[config.mk]
export PLATFORM = sky130hd
export DESIGN_NAME = synth_cfg_regs
export DESIGN_NICKNAME = d
export VERILOG_FILES = /design/src/include/synth_cfg_pkg.sv /design/src/logic/ref_divider.sv /design/src/logic/synth_cfg_regs.sv
export VERILOG_INCLUDE_DIRS = /design/src /design/src/include
export SDC_FILE = /design/constraint.sdc
export NUM_CORES = 1
export LEC_CHECK = 0
export BUFFER_PORTS_ARGS = -buffer_cell sky130_fd_sc_hd__buf_2
export CORE_MARGIN = 1
export CORE_UTILIZATION = 56
export DETAILED_ROUTE_END_ITERATION = 7
export PLACE_DENSITY_LB_ADDON = 0.12
export SETUP_SLACK_MARGIN = 0.02
export SYNTH_ARGS = -nofsm -noshare
export SYNTH_HDL_FRONTEND = slang
export SYNTH_SLANG_ARGS = --single-unit
[constraint.sdc]
create_clock -name clk -period 4.05 [get_ports clk]
set_input_delay 0.81 -clock clk [delete_from_list [all_inputs] [get_ports clk]]
set_output_delay 0.81 -clock clk [all_outputs]
set_load 0.03 [all_outputs]
[src/include/synth_cfg_map.svh]
// Field positions, select codes and widths of the synthesizer configuration words.
`ifndef SYNTH_CFG_MAP_SVH
`define SYNTH_CFG_MAP_SVH
`define SER_WORD_W 24
`define SEL_W 3
`define SEL_RF_FEEDBACK 3'h0
`define SEL_RF_REFERENCE 3'h1
`define SEL_RF_CONTROL 3'h2
`define SEL_IF_REFERENCE 3'h5
`define SEL_IF_CONTROL 3'h6
`define FB_FEEDBACK_FRACTION_LSB 3
`define FB_FEEDBACK_FRACTION_MSB 14
`define FB_INT_LSB 15
`define FB_INT_MSB 22
`define RR_MOD_LSB 3
`define RR_MOD_MSB 14
`define RR_COUNT_LSB 15
`define RR_COUNT_MSB 18
`define RR_DOUBLER_BIT 19
`define RR_PRESCALER_BIT 20
`define RF_CTRL_W 16
`define IFR_COUNT_LSB 3
`define IFR_COUNT_MSB 17
`define IFR_DOUBLER_BIT 18
`define IFR_W 19
`define IFC_W 16
`define IFC_HOLD_BIT 3
`define IFC_HIZ_BIT 4
`define IFC_SLEEP_BIT 5
`define IFC_LDP_BIT 6
`define IFC_SENSE_BIT 7
`define IFC_CP_LSB 8
`define IFC_CP_MSB 10
`define IFC_PR1_BIT 11
`define IFC_T7_BIT 12
`define IFC_T8_BIT 13
`define IFC_PR2_BIT 14
`define IFC_PR3_BIT 15
`define PRESCALER_LOW 4'h4
`define PRESCALER_HIGH 4'h8
`endif

[src/include/synth_cfg_pkg.sv]
// Types shared by the synthesizer configuration bank.
package synth_cfg_pkg;
  typedef logic [23:0] ser_word_t;
  typedef logic [2:0] sel_t;
  typedef logic [6:0] pump_level_t;
endpackage : synth_cfg_pkg

[src/logic/ref_divider.sv]
// Reference edge selector, optional doubler and programmable divider.
module ref_divider #(
  parameter int W = 4
) (
  input wire logic clk,
  input wire logic nrst,
  input wire logic ref_level,
  input wire logic doubler,
  input wire logic [W-1:0] ratio,
  input wire logic hold,
  output logic cmp_pulse
);
  logic ref_q_ff;
  logic [W-1:0] cnt_ff;
  logic cmp_pulse_ff;
  logic rise;
  logic fall;
  logic active;
  logic last;

  assign rise = ref_level & ~ref_q_ff;
  assign fall = ~ref_level & ref_q_ff;
  // Doubling is modelled by counting both edges; plain mode counts only the falling one.
  assign active = doubler ? (rise | fall) : fall;
  // A ratio of zero behaves as one so the counter can never run away.
  assign last = ({1'b0, cnt_ff} + {{W{1'b0}}, 1'b1}) >= {1'b0, ratio};
  assign cmp_pulse = cmp_pulse_ff;

  always_ff @(posedge clk or negedge nrst) begin
    if (!nrst) begin
      ref_q_ff <= 1'b0;
    end else begin
      ref_q_ff <= ref_level;
    end
  end

  always_ff @(posedge clk or negedge nrst) begin
    if (!nrst) begin
      cnt_ff <= '0;
      cmp_pulse_ff <= 1'b0;
    end else if (hold) begin
      cnt_ff <= '0;
      cmp_pulse_ff <= 1'b0;
    end else if (active && last) begin
      cnt_ff <= '0;
      cmp_pulse_ff <= 1'b1;
    end else if (active) begin
      cnt_ff <= cnt_ff + {{(W-1){1'b0}}, 1'b1};
      cmp_pulse_ff <= 1'b0;
    end else begin
      cmp_pulse_ff <= 1'b0;
    end
  end
endmodule : ref_divider

[src/logic/synth_cfg_regs.sv]
// Serial-loaded configuration register bank of a dual RF/IF synthesizer.
// Summary of operation
// - A word ending in select 000 loads the RF feedback register.
// - A word ending in select 001 loads the RF reference register.
// - A word ending in select 010 loads the RF control register.
// - A word with select 110 loads the sixteen-bit IF control register.
// - An eight-bit integer field forms the integer part of feedback division.
// - A twelve-bit fractional modulus is held in the reference register.
// - RF doubler bit off passes reference directly; on doubles it first.
// - Doubler off uses falling edges only; doubler on uses both edges.
// - The four-bit RF counter divides the reference by 1 to 15.
// - RF feedback ratio comes from prescaler, integer, fraction and modulus.
// - IF counter-hold bit set keeps the IF counters in reset.
// - IF pump high-impedance bit set floats the IF charge pump.
// - IF sleep bit set powers down the IF section.
// - IF detector sense bit selects negative at 0, positive at 1.
// - Three-bit IF pump current code gives eight monotonic settings.
// - Three-bit resync field: all zeros disables, all ones enables.
// - A word ending in select 101 loads the IF reference register.
// - The fifteen-bit IF counter divides the reference by 1 to 32767.
// - IF doubler bit off passes reference directly; on doubles it first.
`include "synth_cfg_map.svh"
module synth_cfg_regs (
  input wire logic clk,
  input wire logic nrst,
  input wire logic ser_clk,
  input wire logic ser_data,
  input wire logic ser_load,
  input wire logic reference_input,
  output logic [7:0] fb_integer,
  output logic [11:0] feedback_fraction,
  output logic [11:0] fraction_modulus,
  output logic [3:0] prescaler_value,
  output logic rf_doubler,
  output logic [3:0] rf_ref_count,
  output logic [15:0] rf_control_word,
  output logic rf_cmp_pulse,
  output logic [14:0] if_ref_count,
  output logic if_doubler_bit,
  output logic if_counter_hold_bit,
  output logic if_pump_hiz_bit,
  output logic if_sleep_bit,
  output logic if_lock_precision_bit,
  output logic if_detector_sense_bit,
  output logic [2:0] pump_current,
  output synth_cfg_pkg::pump_level_t pump_level,
  output logic [2:0] resync_code,
  output logic resync_enable,
  output logic [1:0] test_bits,
  output logic if_cmp_pulse
);
  import synth_cfg_pkg::*;

  ser_word_t shift_ff;
  logic ser_clk_q_ff;
  logic ser_load_q_ff;
  ser_word_t rf_feedback_word_ff;
  ser_word_t rf_reference_word_ff;
  logic [`RF_CTRL_W-1:0] rf_control_word_ff;
  logic [`IFR_W-1:0] if_reference_divider_ff;
  logic [`IFC_W-1:0] if_loop_control_ff;
  logic [3:0] prescaler_value_ff;
  pump_level_t pump_level_ff;
  logic resync_enable_ff;
  logic [3:0] nxt_prescaler_value;
  pump_level_t nxt_pump_level;
  logic shift_en;
  logic latch_en;
  sel_t sel;

  assign shift_en = ser_clk & ~ser_clk_q_ff;
  assign latch_en = ser_load & ~ser_load_q_ff;
  assign sel = shift_ff[`SEL_W-1:0];

  always_ff @(posedge clk or negedge nrst) begin
    if (!nrst) begin
      ser_clk_q_ff <= 1'b0;
      ser_load_q_ff <= 1'b0;
    end else begin
      ser_clk_q_ff <= ser_clk;
      ser_load_q_ff <= ser_load;
    end
  end

  // Data enters most significant bit first, so short words land in the low bits.
  always_ff @(posedge clk or negedge nrst) begin
    if (!nrst) begin
      shift_ff <= '0;
    end else if (shift_en) begin
      shift_ff <= {shift_ff[`SER_WORD_W-2:0], ser_data};
    end
  end

  // Each target moves only on the load edge with its own select code.
  always_ff @(posedge clk or negedge nrst) begin
    if (!nrst) begin
      rf_feedback_word_ff <= '0;
    end else if (latch_en && sel == `SEL_RF_FEEDBACK) begin
      rf_feedback_word_ff <= shift_ff;
    end
  end

  always_ff @(posedge clk or negedge nrst) begin
    if (!nrst) begin
      rf_reference_word_ff <= '0;
    end else if (latch_en && sel == `SEL_RF_REFERENCE) begin
      rf_reference_word_ff <= shift_ff;
    end
  end

  always_ff @(posedge clk or negedge nrst) begin
    if (!nrst) begin
      rf_control_word_ff <= '0;
    end else if (latch_en && sel == `SEL_RF_CONTROL) begin
      rf_control_word_ff <= shift_ff[`RF_CTRL_W-1:0];
    end
  end

  always_ff @(posedge clk or negedge nrst) begin
    if (!nrst) begin
      if_reference_divider_ff <= '0;
    end else if (latch_en && sel == `SEL_IF_REFERENCE) begin
      if_reference_divider_ff <= shift_ff[`IFR_W-1:0];
    end
  end

  always_ff @(posedge clk or negedge nrst) begin
    if (!nrst) begin
      if_loop_control_ff <= '0;
    end else if (latch_en && sel == `SEL_IF_CONTROL) begin
      if_loop_control_ff <= shift_ff[`IFC_W-1:0];
    end
  end

  // The enable has its own flop so that the output needs no gate after the register.
  always_ff @(posedge clk or negedge nrst) begin
    if (!nrst) begin
      resync_enable_ff <= 1'b0;
    end else if (latch_en && sel == `SEL_IF_CONTROL) begin
      resync_enable_ff <= shift_ff[`IFC_PR3_BIT] & shift_ff[`IFC_PR2_BIT] &
        shift_ff[`IFC_PR1_BIT];
    end
  end

  // Prescaler modulus and pump level are re-derived every cycle, one cycle behind the word.
  always_comb begin
    nxt_prescaler_value = rf_reference_word_ff[`RR_PRESCALER_BIT] ?
      `PRESCALER_HIGH : `PRESCALER_LOW;
  end

  // A thermometer code makes the current rise by one step per code value.
  for (genvar g = 0; g < 7; g++) begin : g_pump_level
    assign nxt_pump_level[g] = (if_loop_control_ff[`IFC_CP_MSB:`IFC_CP_LSB] > 3'(g));
  end

  always_ff @(posedge clk or negedge nrst) begin
    if (!nrst) begin
      prescaler_value_ff <= `PRESCALER_LOW;
    end else begin
      prescaler_value_ff <= nxt_prescaler_value;
    end
  end

  always_ff @(posedge clk or negedge nrst) begin
    if (!nrst) begin
      pump_level_ff <= '0;
    end else begin
      pump_level_ff <= nxt_pump_level;
    end
  end

  // Integer, fraction and modulus leave straight from the words, the prescaler one cycle later; together they set the feedback ratio.
  assign fb_integer = rf_feedback_word_ff[`FB_INT_MSB:`FB_INT_LSB];
  assign feedback_fraction = rf_feedback_word_ff[`FB_FEEDBACK_FRACTION_MSB:`FB_FEEDBACK_FRACTION_LSB];
  assign fraction_modulus = rf_reference_word_ff[`RR_MOD_MSB:`RR_MOD_LSB];
  assign prescaler_value = prescaler_value_ff;
  assign rf_doubler = rf_reference_word_ff[`RR_DOUBLER_BIT];
  assign rf_ref_count = rf_reference_word_ff[`RR_COUNT_MSB:`RR_COUNT_LSB];
  assign rf_control_word = rf_control_word_ff;
  assign if_ref_count = if_reference_divider_ff[`IFR_COUNT_MSB:`IFR_COUNT_LSB];
  assign if_doubler_bit = if_reference_divider_ff[`IFR_DOUBLER_BIT];
  assign if_counter_hold_bit = if_loop_control_ff[`IFC_HOLD_BIT];
  assign if_pump_hiz_bit = if_loop_control_ff[`IFC_HIZ_BIT];
  assign if_sleep_bit = if_loop_control_ff[`IFC_SLEEP_BIT];
  assign if_lock_precision_bit = if_loop_control_ff[`IFC_LDP_BIT];
  assign if_detector_sense_bit = if_loop_control_ff[`IFC_SENSE_BIT];
  assign pump_current = if_loop_control_ff[`IFC_CP_MSB:`IFC_CP_LSB];
  assign pump_level = pump_level_ff;
  assign resync_code = {if_loop_control_ff[`IFC_PR3_BIT], if_loop_control_ff[`IFC_PR2_BIT],
    if_loop_control_ff[`IFC_PR1_BIT]};
  // Mixed resync codes are left disabled, since only all ones is a defined enable.
  assign resync_enable = resync_enable_ff;
  assign test_bits = {if_loop_control_ff[`IFC_T8_BIT], if_loop_control_ff[`IFC_T7_BIT]};

  ref_divider #(
    .W(4)
  ) u_rf_ref (
    .clk(clk),
    .nrst(nrst),
    .ref_level(reference_input),
    .doubler(rf_doubler),
    .ratio(rf_ref_count),
    .hold(1'b0),
    .cmp_pulse(rf_cmp_pulse)
  );

  // Sleep also holds the IF divider in reset, since a powered-down section must not count.
  ref_divider #(
    .W(15)
  ) u_if_ref (
    .clk(clk),
    .nrst(nrst),
    .ref_level(reference_input),
    .doubler(if_doubler_bit),
    .ratio(if_ref_count),
    .hold(if_counter_hold_bit | if_sleep_bit),
    .cmp_pulse(if_cmp_pulse)
  );
endmodule : synth_cfg_regs

==> metrics.yaml <==
global_route:
  grt_first_pass_wirelength_um: 20900
  grt_pass1_vias: 4048
  grt_overflow: 0
  antenna_found_initial: 0
  track_usage: 0.250
  grt_max_degree: 93
power:
  total_power_mw: 5.52
  p_leak_nw: 3.76
  irDropWorstVdd_v: 0.000507
  p_int_mw: 3.51
  p_sw_mw: 2.01
  pwr-share-clk: 0.298
  seqPwrFrac: 0.387
  powerDensity_nw_per_um2: 752
  pwr-share-comb: 0.315
  swShare: 0.365
floorplan:
  dieWidth_um: 106
  ios: 102
  initial_utilization: 0.584
  die_height_um: 106
  rows: 37
  core_um2: 10400
  die-area_um2: 11300
clocking:
  clock_latency_ns: 0.53
  cts_resized: 0
  cts_buffers: 17
  postCtsHoldBufs: 0
  postCtsSetupBuffers: 0
  clock_sinks: 140
  cts.htree.levels: 4
  clockRootBuffer: "clkbuf_8"
  cts_tree: "done"
  clk_pin_slew_ns: 0.06
  clock_path_buffers: 2
placed_design:
  place_congestion: 0.819
  detailed_place.area_um2: 6710
  dp_hpwl_um: 8630
  portBuffers: 99
final_layout:
  final_common_cell: "dfrtp_1"
  post-route-util: 0.705
  final_cell_mix: "dfrtp_1 (139), mux2_2 (100), buf_2 (98)"
  final_nets: 594
  syn_to_final_growth_pct: 20.8
  final_cell_area_um2: 7340
  diodes: 0
  nFillCells: 724
  drive_gt1_frac: 0.427
setup_path:
  rrSetupSlack_ns: 0.41
  critPathKind: "reg2reg"
  start_kind: "flop"
  path_max_fanout: 20
  critPathRequiredTime_ns: 4.51
  arrival_ns: 4.09
  end_kind: "flop"
synthesis:
  synth.yosys.seq_area_share: 0.577
  synthesis.area_um2: 6080
  avgSynthCellArea_um2: 13.2
  synth-edff-count: 0
  async_flop_share: 1.00
  syn-instance-count: 461
  synth_ff_type: "dfrtp_1"
  ys_warn_count: 0
  ys_ff_latch: 140
  yosys.cell_types.count: 48
sta:
  finClkSkew_ns: 0.00585
  setup_viol: 0
  final_max_slew_viol_count: 0
  fin_crit_sh: 0.898
  worst_pin_slew_ns: 1.19
  rsz0062_at_grt: "false"
  fin_crit_ns: 3.64
  hold_violations: 0
  fmax_mhz: 275
  maxSlewHeadroom: 0.202
  tns_ns: 0
run:
  maxCapViolCount: 0
detailed_routing:
  drt-initial-drc-count: 206
  first_pass_iters: 5
  drcViolationCount: 0
  wl_per_cell_um: 17.6
  routed_wl_um: 12600
  via_count: 3913
  vias_per_cell: 5.47
  drtAntennaViolNets: 0
outcome:
  status: "finished clean"
worst_hold_path:
  worst_hold_path_type: "in2async"
## per-layer routing
metal / global-route usage / up-vias / routed length, um
li1: - / 1839 / -
met1: 0.318 / 1956 / 5460
met2: 0.404 / 100 / 6260
met3: 0.0773 / 18 / 674
met4: 0.0883 / 0 / 211
met5: 0 / - / 0
## cell usage after synthesis (3+ instances only)
master | number | area (um^2)
mux2i_1 | 4 | 40.0
nor2_1 | 7 | 26.3
xor2_1 | 4 | 35.0
and2_1 | 3 | 18.8
a22o_1 | 4 | 35.0
a21oi_1 | 14 | 70.1
clkbuf_1 | 11 | 41.3
dfrtp_1 | 139 | 3480
and3_1 | 4 | 25.0
nand2_1 | 25 | 93.8
o21a_1 | 3 | 22.5
nand2b_1 | 6 | 37.5
a21o_1 | 3 | 22.5
o21ai_0 | 12 | 60.1
o21ai_1 | 3 | 15.0
xnor2_1 | 11 | 96.3
nand3_1 | 13 | 65.1
ha_1 | 22 | 275
a31oi_1 | 6 | 37.5
inv_1 | 23 | 86.3
buf_2 | 5 | 25.0
nand4_1 | 6 | 37.5
nor2b_1 | 3 | 18.8
mux2_2 | 100 | 1130
## power groups by stage
stage	sequential, mW	clock [mW]	combinational [mW]
floorplan	2.60	0	0.729
global placement	2.13	0	1.70
detailed placement	2.15	0	1.74
CTS	2.13	1.67	1.76
global route	2.20	1.73	1.87
finish	2.14	1.64	1.74
## flip-flops by register name, summed over array words and instances, names as in the netlist
name / flops
pump_level: 7
ser_clk_q_ff: 1
u_if_ref.cnt_ff: 15
u_rf_ref.cnt_ff: 4
u_rf_ref.cmp_pulse: 1
u_if_ref.cmp_pulse: 1
rf_control_word: 16
prescaler_value: 2
resync_enable: 1
if_reference_divider_ff: 16
shift_ff: 23
rf_reference_word_ff: 18
if_loop_control_ff: 13
u_if_ref.ref_q_ff: 1
ser_load_q_ff: 1
rf_feedback_word_ff: 20
## cells by family (layout without fill, tap and decap cells)
group,Yosys count,count (layout),synth area share
AND/OR/NAND/NOR,85,85,0.0774
XOR/XNOR,15,15,0.0216
multiplexers,104,104,0.192
flip-flops,140,140,0.577
buffers and inverters,43,160,0.0313
adder cells (fa/ha/maj),22,22,0.0453
AO/OA/AOI/OAI,51,51,0.0554
other,1,2,0.000617
## area by class of cell
| cell class | instances | area (um^2) | share of cell area |
|---|---|---|---|
| well taps | 136 | 170 | 0.0232 |
| flip-flops and latches | 140 | 3500 | 0.477 |
| clock buffers | 23 | 477 | 0.0649 |
| repair buffers | 105 | 547 | 0.0745 |
| multi-input cells | 279 | 2400 | 0.327 |
| inverters | 23 | 86.3 | 0.0118 |
| clock inverters | 9 | 159 | 0.0216 |
## critical path, cell delays in order, from the launching register on
cell and delay [ns]:
dfrtp_1 0.47, and4_1 0.29, nand2_1 0.10, nor2_1 0.35, nand3_1 0.21, xnor2_1 0.17
ha_1 0.32, a21oi_1 0.17, nand2_1 0.08, or3_1 0.39, nor3_4 0.52, buf_4 0.26
a21oi_1 0.07, o21ai_1 0.15
## metrics by stage
stage          worst slack [ns]  hold WS [ns]  cells
2_1_floorplan             0.972         0.354    462
3_3_place_gp              0.642         0.361    683
3_5_place_dp              0.494         0.375    683
4_1_cts                   0.482         0.375    715
5_1_grt                   0.111         0.376    715
6_report                  0.412         0.353    715
## final timing paths
check	from	to	cells after the start
max in group asynchronous	nrst	rf_control_word[3]	2
worst min-delay path	nrst	pump_level[5]	1
min in group clk	rf_reference_word_ff[20]	prescaler_value[3]	0
worst max register to register	u_if_ref.cnt_ff[3]	u_if_ref.cnt_ff[7]	13
worst max-delay path	u_if_ref.cnt_ff[3]	u_if_ref.cnt_ff[7]	13
worst min register to register	rf_reference_word_ff[20]	prescaler_value[3]	0
Power figures use the tool's default switching activity.
